===== src/hdl/mts_pkg.sv =====
package mts_pkg;
   // Channel count and selector width
   localparam int MTS_CHANNELS = 4;
   localparam int MTS_CHAN_W = 2;
   // Level, time and correction widths
   localparam int MTS_LEVEL_W = 16;
   localparam int MTS_TIME_W = 24;
   localparam int MTS_GAMMA_W = 16;
   // Clock rate and time base of programmed times (1 us per count)
   localparam int MTS_CLOCK_HZ = 10000000;
   localparam int MTS_TICK_NS = 1000;
   localparam int MTS_CLOCK_NS = 1000000000 / MTS_CLOCK_HZ;
   localparam int MTS_TICK_CYCLES = (MTS_TICK_NS + MTS_CLOCK_NS - 1) / MTS_CLOCK_NS;
   // Measurement modes
   typedef enum logic [1:0] {
      MTS_MODE_CONT_AVG = 2'h0,
      MTS_MODE_BURST = 2'h1,
      MTS_MODE_TIMESLOT = 2'h2,
      MTS_MODE_SCOPE = 2'h3
   } mts_mode_t;
   // Reset values of per-channel settings
   localparam logic [MTS_LEVEL_W-1:0] MTS_LEVEL_RST = 16'h0000;
   localparam logic [MTS_TIME_W-1:0] MTS_TIME_RST = 24'h000000;
endpackage


===== src/hdl/mts_trigger_seq.sv =====
`timescale 1ns/10ps
module mts_trigger_seq
   import mts_pkg::*;
(
   input wire logic i_clock, // System clock
   input wire logic i_resetn, // Async reset, active low
   input wire logic [MTS_CHAN_W-1:0] i_cfg_chan, // Channel to write
   input wire logic i_cfg_we, // Write settings of that channel
   input wire logic [MTS_LEVEL_W-1:0] i_cfg_level, // Trigger level
   input wire logic [MTS_LEVEL_W-1:0] i_cfg_hyst, // Hysteresis
   input wire logic signed [MTS_TIME_W-1:0] i_cfg_delay, // Delay, signed ticks
   input wire logic [MTS_TIME_W-1:0] i_cfg_holdoff, // Holdoff ticks
   input wire logic i_cfg_ext, // Source external
   input wire logic i_cfg_falling, // Falling slope
   input wire logic i_cfg_single, // Single-shot mode
   input wire logic i_cfg_realtime, // Realtime, chopper off in scope mode
   input wire logic i_cfg_gamma_en, // Correction enable
   input wire logic [MTS_GAMMA_W-1:0] i_cfg_gamma_mag, // Gamma magnitude
   input wire logic [MTS_GAMMA_W-1:0] i_cfg_gamma_phase, // Gamma phase
   input wire logic [MTS_CHAN_W-1:0] i_sel_chan, // Active channel
   input wire logic [1:0] i_mode, // Measurement mode
   input wire logic [MTS_LEVEL_W-1:0] i_signal_level, // Measured level
   input wire logic i_ext_trigger, // External trigger pin
   input wire logic i_manual_trigger_key, // Front-panel key pin
   output logic o_meas_start, // Start measurement pulse
   output logic o_pretrigger, // Pre-trigger capture active
   output logic o_running, // Continuous running
   output logic o_armed, // Single shot armed
   output logic o_holdoff, // Holdoff active
   output logic o_chopper_en, // Chopper enabled
   output logic o_gamma_en, // Correction active
   output logic [MTS_GAMMA_W-1:0] o_gamma_mag, // Correction magnitude
   output logic [MTS_GAMMA_W-1:0] o_gamma_phase // Correction phase
);
   // Per-channel settings banks
   logic [MTS_LEVEL_W-1:0] level_ff [MTS_CHANNELS];
   logic [MTS_LEVEL_W-1:0] hyst_ff [MTS_CHANNELS];
   logic [MTS_TIME_W-1:0] delay_ff [MTS_CHANNELS];
   logic [MTS_TIME_W-1:0] holdoff_ff [MTS_CHANNELS];
   logic [MTS_CHANNELS-1:0] ext_ff, fall_ff, single_ff, rt_ff, gen_ff;
   logic [MTS_GAMMA_W-1:0] gmag_ff [MTS_CHANNELS];
   logic [MTS_GAMMA_W-1:0] gph_ff [MTS_CHANNELS];

   // Settings write, one channel at a time
   always_ff @(posedge i_clock or negedge i_resetn) begin
      if (!i_resetn) begin
         for (int i = 0; i < MTS_CHANNELS; i++) begin
            level_ff[i] <= MTS_LEVEL_RST;
            hyst_ff[i] <= MTS_LEVEL_RST;
            delay_ff[i] <= MTS_TIME_RST;
            holdoff_ff[i] <= MTS_TIME_RST;
            gmag_ff[i] <= '0;
            gph_ff[i] <= '0;
         end
         ext_ff <= '0;
         fall_ff <= '0;
         single_ff <= '0;
         rt_ff <= '0;
         gen_ff <= '0;
      end else if (i_cfg_we) begin
         level_ff[i_cfg_chan] <= i_cfg_level;
         hyst_ff[i_cfg_chan] <= i_cfg_hyst;
         delay_ff[i_cfg_chan] <= i_cfg_delay;
         holdoff_ff[i_cfg_chan] <= i_cfg_holdoff;
         ext_ff[i_cfg_chan] <= i_cfg_ext;
         fall_ff[i_cfg_chan] <= i_cfg_falling;
         single_ff[i_cfg_chan] <= i_cfg_single;
         rt_ff[i_cfg_chan] <= i_cfg_realtime;
         gen_ff[i_cfg_chan] <= i_cfg_gamma_en;
         gmag_ff[i_cfg_chan] <= i_cfg_gamma_mag;
         gph_ff[i_cfg_chan] <= i_cfg_gamma_phase;
      end
   end

   // Active channel selection
   wire [MTS_LEVEL_W-1:0] lvl = level_ff[i_sel_chan];
   wire [MTS_LEVEL_W-1:0] hys = hyst_ff[i_sel_chan];
   wire [MTS_TIME_W-1:0] dly = delay_ff[i_sel_chan];
   wire s_ext = ext_ff[i_sel_chan];
   wire s_fall = fall_ff[i_sel_chan];
   wire s_single = single_ff[i_sel_chan];
   wire dly_neg = dly[MTS_TIME_W-1];
   wire [MTS_TIME_W-1:0] dly_pos = dly_neg ? '0 : dly;

   // Pin synchronisers
   logic ext_s1_ff, ext_s2_ff, ext_d_ff, key_s1_ff, key_s2_ff, key_d_ff;
   always_ff @(posedge i_clock or negedge i_resetn) begin
      if (!i_resetn) begin
         ext_s1_ff <= 1'b0;
         ext_s2_ff <= 1'b0;
         ext_d_ff <= 1'b0;
         key_s1_ff <= 1'b0;
         key_s2_ff <= 1'b0;
         key_d_ff <= 1'b0;
      end else begin
         ext_s1_ff <= i_ext_trigger;
         ext_s2_ff <= ext_s1_ff;
         ext_d_ff <= ext_s2_ff;
         key_s1_ff <= i_manual_trigger_key;
         key_s2_ff <= key_s1_ff;
         key_d_ff <= key_s2_ff;
      end
   end
   wire key_press = key_s2_ff && !key_d_ff;

   // Level crossing with hysteresis re-arm
   wire [MTS_LEVEL_W:0] lvl_lo = {1'b0, lvl} - {1'b0, hys};
   wire [MTS_LEVEL_W:0] lvl_hi = {1'b0, lvl} + {1'b0, hys};
   wire [MTS_LEVEL_W:0] sig_x = {1'b0, i_signal_level};
   wire above = i_signal_level > lvl;
   wire below = i_signal_level < lvl;
   wire past_hyst = s_fall ? (sig_x > lvl_hi) : (lvl_lo[MTS_LEVEL_W] ? 1'b0 : sig_x < lvl_lo);
   logic rearm_ff;
   wire int_event = rearm_ff && (s_fall ? below : above);
   wire ext_event = s_fall ? (!ext_s2_ff && ext_d_ff) : (ext_s2_ff && !ext_d_ff);
   wire raw_event = s_ext ? ext_event : int_event;
   wire trig_mode = (i_mode != MTS_MODE_CONT_AVG);

   // Timers
   logic tick, hold_busy, dly_busy, dly_pend_ff;
   mts_tick u_tick (
      .i_clock(i_clock),
      .i_resetn(i_resetn),
      .o_tick(tick)
   );

   // Sequencer state
   logic run_ff, arm_ff;
   wire scope = (i_mode == MTS_MODE_SCOPE);
   wire force_trig = s_single && arm_ff && key_press;
   wire gate_ok = s_single ? arm_ff : run_ff;
   wire accept = trig_mode && !dly_pend_ff &&
                 ((raw_event && !hold_busy && gate_ok) || force_trig);
   wire dly_done = dly_pend_ff && !dly_busy;

   mts_timer u_hold (
      .i_clock(i_clock),
      .i_resetn(i_resetn),
      .i_load(accept),
      .i_value(holdoff_ff[i_sel_chan]),
      .i_tick(tick),
      .o_busy(hold_busy)
   );
   mts_timer u_dly (
      .i_clock(i_clock),
      .i_resetn(i_resetn),
      .i_load(accept),
      .i_value(dly_pos),
      .i_tick(tick),
      .o_busy(dly_busy)
   );

   // Hysteresis re-arm flag
   always_ff @(posedge i_clock or negedge i_resetn) begin
      if (!i_resetn) begin
         rearm_ff <= 1'b1;
      end else if (accept || (int_event && !s_ext)) begin
         rearm_ff <= past_hyst;
      end else if (past_hyst) begin
         rearm_ff <= 1'b1;
      end
   end

   // Run/stop, arming and delay tracking
   always_ff @(posedge i_clock or negedge i_resetn) begin
      if (!i_resetn) begin
         run_ff <= 1'b1;
         arm_ff <= 1'b0;
         dly_pend_ff <= 1'b0;
      end else begin
         if (!s_single && scope && key_press) begin
            run_ff <= !run_ff;
         end
         if (accept) begin
            arm_ff <= 1'b0;
         end else if (s_single && !arm_ff && key_press) begin
            arm_ff <= 1'b1;
         end
         if (accept) begin
            dly_pend_ff <= 1'b1;
         end else if (dly_done) begin
            dly_pend_ff <= 1'b0;
         end
      end
   end

   // Registered outputs
   always_ff @(posedge i_clock or negedge i_resetn) begin
      if (!i_resetn) begin
         o_meas_start <= 1'b0;
         o_pretrigger <= 1'b0;
         o_running <= 1'b0;
         o_armed <= 1'b0;
         o_holdoff <= 1'b0;
         o_chopper_en <= 1'b1;
         o_gamma_en <= 1'b0;
         o_gamma_mag <= '0;
         o_gamma_phase <= '0;
      end else begin
         o_meas_start <= dly_done;
         o_pretrigger <= trig_mode && dly_neg;
         o_running <= run_ff && !s_single;
         o_armed <= arm_ff;
         o_holdoff <= hold_busy;
         o_chopper_en <= !(rt_ff[i_sel_chan] && scope);
         o_gamma_en <= gen_ff[i_sel_chan];
         o_gamma_mag <= gen_ff[i_sel_chan] ? gmag_ff[i_sel_chan] : '0;
         o_gamma_phase <= gen_ff[i_sel_chan] ? gph_ff[i_sel_chan] : '0;
      end
   end
endmodule


===== src/hdl/mts_tick.sv =====
`timescale 1ns/10ps
// Divider giving one-cycle enable pulses at the time-base rate
module mts_tick
   import mts_pkg::*;
#(
   parameter int DIV = MTS_TICK_CYCLES
) (
   input wire logic i_clock, // System clock
   input wire logic i_resetn, // Async reset, active low
   output logic o_tick // Time-base enable pulse
);
   logic [15:0] cnt_ff;
   wire wrap = (cnt_ff == 16'(DIV - 1));

   // Free-running divide counter
   always_ff @(posedge i_clock or negedge i_resetn) begin
      if (!i_resetn) begin
         cnt_ff <= 16'h0000;
         o_tick <= 1'b0;
      end else begin
         cnt_ff <= wrap ? 16'h0000 : cnt_ff + 16'h0001;
         o_tick <= wrap;
      end
   end
endmodule


===== src/hdl/mts_timer.sv =====
`timescale 1ns/10ps
// Loadable down counter on the time-base enable
module mts_timer
   import mts_pkg::*;
#(
   parameter int W = MTS_TIME_W
) (
   input wire logic i_clock, // System clock
   input wire logic i_resetn, // Async reset, active low
   input wire logic i_load, // Load programmed time
   input wire logic [W-1:0] i_value, // Programmed time in ticks
   input wire logic i_tick, // Time-base enable
   output logic o_busy // Counting, not yet expired
);
   logic [W-1:0] cnt_ff;

   // Load or count down once per tick
   always_ff @(posedge i_clock or negedge i_resetn) begin
      if (!i_resetn) begin
         cnt_ff <= '0;
      end else if (i_load) begin
         cnt_ff <= i_value;
      end else if (i_tick && cnt_ff != '0) begin
         cnt_ff <= cnt_ff - W'(1);
      end
   end
   assign o_busy = (cnt_ff != '0);
endmodule


===== config.mk =====
export PLATFORM = sky130hd
export DESIGN_NAME = mts_trigger_seq
export DESIGN_NICKNAME = d
export VERILOG_FILES = /design/src/hdl/mts_pkg.sv /design/src/hdl/mts_trigger_seq.sv /design/src/hdl/mts_tick.sv /design/src/hdl/mts_timer.sv
export SDC_FILE = /design/constraint.sdc
export NUM_CORES = 1
export LEC_CHECK = 0
export BUFFER_PORTS_ARGS = -buffer_cell sky130_fd_sc_hd__buf_4
export CAP_MARGIN = 20
export CORE_MARGIN = 1.5
export CORE_UTILIZATION = 60
export DETAILED_ROUTE_END_ITERATION = 8
export PLACE_DENSITY_LB_ADDON = 0.15
export SETUP_SLACK_MARGIN = 0.05
export SYNTH_ARGS = -nofsm -noshare
export SYNTH_HDL_FRONTEND = slang
export SYNTH_HIERARCHICAL = 1
export SYNTH_SLANG_ARGS = --single-unit

===== constraint.sdc =====
create_clock -name i_clock -period 9.1 [get_ports i_clock]
set_input_delay 1.82 -clock i_clock [delete_from_list [all_inputs] [get_ports i_clock]]
set_output_delay 1.82 -clock i_clock [all_outputs]
set_load 0.005 [all_outputs]

* Word level (Yosys, flattened, before mapping)
Index checks and enable logic that the tools add are counted.
** Operators by class
- Multiplexer cells :: 65
- Reductions and logical operators :: 44
- Multiply operators :: 0
- Equal/unequal tests :: 2
- Bitwise gates (word level) :: 2
- Shift-type cells :: 0
- Add/sub/neg operators :: 5
- Order comparisons :: 10
- Divide/modulo/power cells :: 0
** Operator list (number)
- 64-bit bitwise mux :: 4
- 24-bit two-way mux :: 9
- 96-bit bitwise mux :: 2
- 16-bit two-way mux :: 12
- 16-bit binary-select mux with 2-bit select :: 4
- 24-bit binary-select mux with 2-bit select :: 2
- 24-bit demux with 2-bit select :: 1
- 24-bit nonzero test :: 2
- 24-bit by 1-bit subtractor with 24-bit output (second input constant) :: 2
- 16-bit demux with 2-bit select :: 1
- 1-bit logical AND :: 23
- 23-bit two-way mux :: 1
- 4-bit bitwise mux :: 5
- 1-bit two-way mux :: 18
- 16-bit by 16-bit adder with 17-bit output :: 1
- 16-bit by 17-bit greater-than comparator with 1-bit output :: 1
- 16-bit by 17-bit < comparator with 1-bit output :: 1
- 16-bit by 16-bit subtractor with 17-bit output :: 1
- 16-bit by 1-bit adder with 16-bit output (second input constant) :: 1
- 16-bit by 4-bit == test with 1-bit output (second input constant) :: 1
- 16-bit greater-than comparator :: 1
- 16-bit < comparator :: 1
- 2-bit nonzero test :: 6
- 1-bit logical NOT :: 11
- 9 further kinds :: 17
** Storage, ports and cells
- Input port bits :: 144
- Bits in latches :: 0
- Memory bits (writable) :: 0
- Memories kept :: 0
- Register bits after elaboration :: 582
- Logic and storage cells :: 180
- Bits in read-only memories :: 0

* Depth between registers and ports, before layout
Gate-level depths: netlist of run 1.
- Depth in word-level cells :: 14
- Mapped depth :: 22

* Hierarchy
The synthesis of run 1 kept the hierarchy.
** Modules (own cells, without submodules)
- mts_trigger_seq :: instances 1, area each 24338.3 µm², seq. area each 12941.2 µm², cells an instance 1625
- mts_timer :: instances 2, area each 1492.7 µm², seq. area each 600.6 µm², cells an instance 163
- mts_tick :: instances 1, area each 753.2 µm², seq. area each 425.4 µm², cells an instance 66

* Worst setup path after synthesis of run 1
Ideal clock, no wire load.
- Kind :: input -> register
- From :: in i_sel_chan[1]
- To :: reg rearm_ff
- Slack :: 2.971 ns
- Buffers on the path :: 3
- Stages :: 21
- Required time :: 9.002 ns
- Arrival time :: 6.031 ns
- Cell sequence :: clkbuf_1 clkbuf_1 clkbuf_1 mux4_2 inv_1 ha_1 inv_1 fa_1 a21o_1 a21oi_1 nor2b_1 o211ai_1 nand3b_1 xnor2_1 ha_1 a21o_1 a21oi_1 o21ai_0 a2111oi_0 nor2_1 o311ai_1
** Between the ends
- Cells in the longest elaborated chain, start to end :: 14
- Elaborated cells between the ends (all ways) :: 37
- Those cells by class :: add/sub: 2; order compare: 4; mux: 19; bitwise: 1; reduce/logical: 11
** RTL lines
- from (decl) :: line mts_trigger_seq.sv:20 : input wire logic [MTS_CHAN_W-1:0] i_sel_chan,
- parallel branches: the longest is 14 deep, another holds 16-bit by 16-bit subtractor with 17-bit output
- to (signal assigned) :: line mts_trigger_seq.sv:158 : rearm_ff <= past_hyst;
- to (decl) :: line mts_trigger_seq.sv:113 : logic rearm_ff;
Parallel ways; which one is timed is not known. The select of a mux whose other input is x is not followed.
A chain may end at the register's enable or synchronous reset.

* Worst setup path in the final report of run 1
- From :: in i_sel_chan[0]
- To :: reg rearm_ff
The elaborated chain is that of the path after synthesis.

==> flow_summary.json, run 1 <==
{
  "status": "finished clean",
  "antenna_found_initial": 6,
  "syn2layout_area_growth_pct": 13.8,
  "comb_power_share_pct": 25.9,
  "cts_resized": 0,
  "cts_sinks": 582,
  "hold_violations": 0,
  "crit_path_end_kind": "flip-flop",
  "worstRegToRegCells": 18,
  "worst-path-max-fanout": 37,
  "register_area_um2": 14600,
  "worst-path-buf-inv": 2,
  "final_max_slew_viol_count": 0,
  "setup.worst_path.start_class": "primary input",
  "dieArea_um2": 48100,
  "nFillCells": 3241,
  "synthArstFlopShare_pct": 100,
  "relSlewSlack_pct": 31.4,
  "grt_pass1_wl_um": 98400,
  "hp-class": "reg -> reg",
  "die_width_um": 219,
  "synth_top_area_share_pct": 51.6,
  "h-tree-depth": 2,
  "internal_power_uw": 5630,
  "synth_area_um2": 28100,
  "power_density_nw_per_um2": 248,
  "drc": 0,
  "sequentialPowerShare_pct": 43.4,
  "slowest_delay_ps": 650,
  "grt_max_degree": 192,
  "yosysSeqAreaShare_pct": 51.9,
  "multi_input_area_um2": 12800,
  "setup_tns_ps": 0,
  "insertion_delay_ps": 630,
  "yosys_warnings": 6,
  "grt-ovfl-total": 0,
  "holdPathStages": 0,
  "fin_crit_sh_pct": 62.0,
  "synth.net_count": 2248,
  "rsz0062_at_grt": "false",
  "criticalPathCategory": "in -> reg",
  "grt_usage_pct": 26.1,
  "drt_wl_total_um": 60800,
  "cts_tree": "yes",
  "clock_path_buffers": 3,
  "postSynthAreaPerCell_um2": 13.9,
  "dp_hpwl_um": 39600,
  "p_sw_share_pct": 29.0,
  "drive_gt1_share_pct": 41.5,
  "first_global_vias": 18303,
  "cp_cell_sequence": "clkbuf_8 -> mux4_2 -> inv_1 -> ha_1 -> nor2b_1 -> o311a_1 -> o221a_2 -> o211ai_1 -> a211oi_1 -> nor2_1 -> xnor2_1 -> ha_1 -> and3_1 -> nand3_1 -> or2_2 -> o311ai_0 -> a31oi_1 -> o21ai_0 -> o311ai_1",
  "cts_root_buffer": "clkbuf_16",
  "rows": 79,
  "min_period_ps": 5650,
  "synth_cell_types": 68,
  "slowest_stage": "mux4_2",
  "fin_skew_ps": 21.6,
  "maxCapViolations": 0,
  "drt_first_pass_iters": 5,
  "final_util_pct": 68.9,
  "synth-main-ff-cell": "dfrtp_1",
  "ir_drop_mv": 0.192,
  "num_vias": 17087,
  "post_drt_wl_per_cell_um": 21.5,
  "cpMostUsedCell": "ha_1",
  "fmax_mhz": 177,
  "synth_top_area_cell": "dfrtp_1",
  "synth.area.top_cells": "dfrtp_1, mux2_2, mux4_2, ha_1, nor2b_1",
  "vias_per_cell": 6.03,
  "hold_buffers": 0,
  "path_clk_slew_ps": 60,
  "synth_edf_count": 0,
  "gp_congestion": 0.896,
  "port_buffers": 182,
  "fp.coreArea_um2": 46400,
  "worst_ep_required_time_ps": 9620,
  "ant_nets": 0,
  "initial_core_util_pct": 60.6,
  "setup_viol": 0,
  "cellLeakagePower_uw": 0.0138,
  "cp.arrival_ps": 6170,
  "critical-path-top-delay-family": "compound AO/OA/AOI/OAI gates",
  "placed_area_um2": 30000,
  "die_h_um": 219,
  "nets": 2406,
  "tightest_slew_ps": 1030,
  "drt_iter0_drc": 1070,
  "ios": 183,
  "syn_inst": 2017,
  "path_depth": 19,
  "p_clk_share_pct": 30.6,
  "p_switching_uw": 2300,
  "ys_ff_latch": 582,
  "cts_buffers": 58,
  "finalInstanceArea_um2": 32000,
  "postCtsSetupBuffers": 0
}
-- through the flow --
step | power [µW] | hold WS (ps) | std cells | worst slack [ps]
CTS | 7990 | 350 | 2831 | 3490
detailed placement | 5530 | 336 | 2722 | 2840
global placement | 5430 | 334 | 2722 | 2870
global route | 8390 | 369 | 2833 | 3160
finish | 7930 | 349 | 2834 | 3450
floorplan | 4900 | 331 | 2017 | 2970
-- path summary, 6_finish.rpt --
| path | from | end | slack, ps |
|---|---|---|---|
| max | i_sel_chan[0] | rearm_ff$_DFFE_PN1P_ | 3450 |
| min | key_s1_ff$_DFF_PN0_ | key_s2_ff$_DFF_PN0_ | 350 |
| max reg2reg | hyst_ff[1]$_DFFE_PN0P_ | rearm_ff$_DFFE_PN1P_ | 4840 |
| min reg2reg | key_s1_ff$_DFF_PN0_ | key_s2_ff$_DFF_PN0_ | 350 |
| max in group asynchronous | i_resetn | delay_ff[14]$_DFFE_PN0P_ | 6530 |
| min in group asynchronous | i_resetn | hyst_ff[60]$_DFFE_PN0P_ | 1150 |
-- area by class of cell --
| cell class | count | share of cell area, % |
|---|---|---|
| Sequential cell | 582 | 45.6 |
| Inverter | 68 | 0.799 |
| Antenna cell | 3 | 0.0235 |
| Tap cell | 607 | 2.38 |
| Clock inverter | 19 | 0.677 |
| Timing Repair Buffer | 202 | 4.87 |
| Clock buffer | 90 | 5.48 |
| Multi-Input combinational cell | 1263 | 40.2 |
-- sequential cells by signal, indices dropped and copies added (netlist names), 16 cells and up --
name / flops
hyst_ff: 64
u_tick/cnt_ff: 16
delay_ff: 96
u_dly/cnt_ff: 24
u_hold/cnt_ff: 24
o_gamma_mag: 16
o_gamma_phase: 16
gmag_ff: 64
gph_ff: 64
level_ff: 64
holdoff_ff: 96
-- power by group through the flow --
stage               Combinational, µW  Clock (µW)  Sequential, µW
floorplan                        1510           0            3390
global placement                 1990           0            3450
detailed placement               2050           0            3480
CTS                              2060        2480            3450
global route                     2280        2590            3510
finish                           2060        2430            3450
-- Yosys cell counts (22+ instances only) --
master and n:
nand2_1 55, nand3_1 22, nor2_1 63, mux4_2 116, ha_1 85, inv_1 68, mux2_2 475, xnor2_1 41
dfrtp_1 579, xor2_1 32, o21ai_0 42, clkbuf_1 79, nor2b_1 64
-- metal layers --
layer / global-route usage (%) / vias up / part of all wire, %
met5: 0 / - / 0.069
met4: 7.42 / 6 / 2.4
met3: 5.92 / 101 / 5.3
met2: 41.3 / 324 / 47
met1: 36.5 / 8920 / 45
li1: - / 7736 / -
-- cells in the final DEF, fill, tap and decap left out, types with 5 or more instances in the layout --
| cell | instances |
|---|---|
| dfrtp_1 | 579 |
| mux2_2 | 475 |
| buf_4 | 198 |
| mux4_2 | 116 |
| ha_1 | 85 |
| inv_1 | 68 |
| nor2b_1 | 64 |
| nor2_1 | 63 |
| clkbuf_16 | 58 |
| nand2_1 | 55 |
| o21ai_0 | 41 |
| xnor2_1 | 41 |
| xor2_1 | 32 |
| nand3_1 | 21 |
| clkbuf_8 | 19 |
| nand4_1 | 17 |
| a21oi_1 | 17 |
| a21o_1 | 16 |
| nor3_1 | 15 |
| a31oi_1 | 14 |
| clkbuf_1 | 14 |
| nand2b_1 | 13 |
| or3_1 | 13 |
| nor4_1 | 12 |
| o211ai_1 | 11 |
| clkinv_2 | 11 |
| and3_1 | 9 |
| o31ai_1 | 9 |
| o2111ai_1 | 9 |
| a211oi_1 | 8 |
| o21a_1 | 8 |
| o311ai_0 | 7 |
| o31a_1 | 6 |
| or2_2 | 6 |
| o21bai_1 | 6 |
| o21ai_2 | 5 |
| or4_4 | 5 |
| nor4b_1 | 5 |
-- cell families (layout without fill, tap and decap cells) --
logic type               after synthesis  after routing  share of synthesized area [%]
XOR/XNOR                              73             73                           2.28
AO/OA/AOI/OAI                        179            179                           4.41
flip-flops                           582            582                           51.9
buffers and inverters                172            379                           2.45
multiplexers                         593            593                           28.4
adder cells (fa/ha/maj)               87             87                           3.93
AND/OR/NAND/NOR                      330            330                           6.60
other                                  1              4                         0.0134
Power figures use the tool's default switching activity.
==> run 2: changes to the inputs <==
clock period = 5.4 ns   (was 9.1 ns; I/O delays follow)
==> run 2 against run 1 <==
- clock skew shrank 8.7 ps
- worst hold slack gained 4.6 ps
- sequential share of layout area shrank 0.47 points
- power grew 72%
- final cell count grew 0.39%
- combinational power grew 71%
- routed wire length shrank 0.18%
- die area is the same
- sequential power grew 68%
- highest routed layer unchanged
- worst setup slack lost 2800 ps
- first-iteration DRC count shrank 12%
- non-clock buffer count grew 14
==> flow_summary.json, run 2 (same netlist as run 1, synthesis figures left out) <==
{
  "path_clk_slew_ps": 60,
  "pre_cts_slack_ps": 80.3,
  "hold_violations": 0,
  "cp.arrival_ps": 5280,
  "relSlewSlack_pct": 34.5,
  "min_period_ps": 4760,
  "grt-ovfl-total": 0,
  "grt_max_degree": 131,
  "initial_core_util_pct": 60.6,
  "final_cell_mix": "dfrtp_1, mux2_2, buf_4",
  "rows": 79,
  "crit_path_end_kind": "flip-flop",
  "ios": 183,
  "drive_gt1_share_pct": 42.0,
  "reg2reg_from": "level_ff[1]$_DFFE_PN0P_",
  "regToRegSetupSlack_ps": 1040,
  "drt_first_pass_iters": 5,
  "hold_buffers": 0,
  "placed_area_um2": 30200,
  "holdPathStages": 0,
  "maxCapViolations": 0,
  "cts_buffers": 59,
  "worstReg2RegEnd": "rearm_ff$_DFFE_PN1P_",
  "h-tree-depth": 2,
  "power_density_nw_per_um2": 423,
  "grt_usage_pct": 26.2,
  "status": "finished clean",
  "num_vias": 17041,
  "worstRegToRegCells": 17,
  "worst_ep_required_time_ps": 5930,
  "die_width_um": 219,
  "use_met3_pct": 5.06,
  "top_usage_layer": "met2",
  "setup_ws_ps": 644,
  "syn2layout_area_growth_pct": 15.0,
  "hold_end": "ext_s2_ff$_DFF_PN0_",
  "setup_tns_ps": 0,
  "tightest_slew_ps": 982,
  "cts_tree": "yes",
  "finalInstanceArea_um2": 32300,
  "setup.worst_path.start_class": "primary input",
  "layout_commonest_cell": "dfrtp_1",
  "final_max_slew_viol_count": 0,
  "fp.coreArea_um2": 46400,
  "dp_hpwl_um": 39200,
  "clock_path_buffers": 3,
  "nets": 2421,
  "worst-path-max-fanout": 13,
  "drc": 0,
  "cts_sinks": 582,
  "insertion_delay_ps": 620,
  "die_h_um": 219,
  "rsz0062_at_grt": "false",
  "cts_resized": 0,
  "min_from": "ext_s1_ff$_DFF_PN0_",
  "antenna_found_initial": 5,
  "dieArea_um2": 48100,
  "grt_pass1_wl_um": 98900,
  "cts_root_buffer": "clkbuf_16",
  "drt_wl_total_um": 60700,
  "setup_viol": 0,
  "gr-usage-met1_pct": 35.5,
  "first_global_vias": 18321,
  "port_buffers": 182,
  "drt_iter0_drc": 945,
  "postCtsSetupBuffers": 0,
  "vias_per_cell": 5.99,
  "fin_crit_sh_pct": 88.1,
  "ant_nets": 0,
  "criticalPathCategory": "in -> reg",
  "hp-class": "reg -> reg",
  "fin_skew_ps": 13.0,
  "gp_congestion": 0.888,
  "ir_drop_mv": 0.308,
  "cellLeakagePower_uw": 0.0140,
  "post_drt_wl_per_cell_um": 21.3,
  "reg_top3": "delay_ff (96), holdoff_ff (96)",
  "use_met2_pct": 43.3,
  "p_total_uw": 13600,
  "fmax_mhz": 210
}
## run 2: cell types whose count changed in the layout (fill, tap and decap cells not counted)
cell,change
buf_12,+9
buf_4,+5
bufinv_16,+5
clkbuf_8,-5
clkinv_2,-4
clkbuf_1,-3
clkinv_4,+3
clkbuf_16,+2
inv_6,-2
clkinvlp_4,+1
## run 2: area by class of cell
cell class                      instances  area [µm²]
Sequential cell                       582       14600
Multi-Input combinational cell       1263       12800
Clock buffer                           84        1720
Inverter                               68         255
Fill cell                            3247       14100
Timing Repair Buffer                  216        1770
Antenna cell                            3        7.51
Tap cell                              607         759
Clock inverter                         22         363
## run 2: how the worst max path moves through the flow
stage / end / from
after floorplan: rearm_ff$_DFFE_PN1P_ / i_sel_chan[0]
after global placement: rearm_ff$_DFFE_PN1P_ / i_sel_chan[0]
after detailed placement: rearm_ff$_DFFE_PN1P_ / i_sel_chan[0]
after CTS: rearm_ff$_DFFE_PN1P_ / i_sel_chan[0]
after global routing: rearm_ff$_DFFE_PN1P_ / i_sel_chan[0]
final: rearm_ff$_DFFE_PN1P_ / i_sel_chan[0]
## run 2: metrics by stage
stage                     hold slack [ps]  util [%]  instances
after floorplan                       331         -       2017
after global routing                  364      69.6       2844
after detailed placement              347      65.1       2736
final                                 353      69.7       2845
after global placement                340      65.1       2736
after CTS                             356      69.6       2842
## run 2: where the power goes
group	internal, µW	total, µW	switching (µW)	leakage, µW
Clock	2600	4310	1710	0.00102
Combinational	1880	3530	1650	0.00605
Sequential	5270	5810	540	0.00690
## run 2: critical path: stages
cell	delay, ps
clkbuf_8	210
buf_4	200
mux4_2	550
ha_1	280
or3_1	380
o221a_2	270
o211ai_1	300
a211oi_1	160
nor2_1	200
xnor2_1	90
ha_1	300
and3_1	150
nand3_1	110
or2_2	320
o311ai_0	350
a31oi_1	70
o21ai_0	100
o311ai_1	120
## run 2: layer usage
layer  wire, µm  up-vias
met4       1340        6
met2      29700      288
li1           -     7757
met5         47        -
met1      26800     8907
met3       2880       83
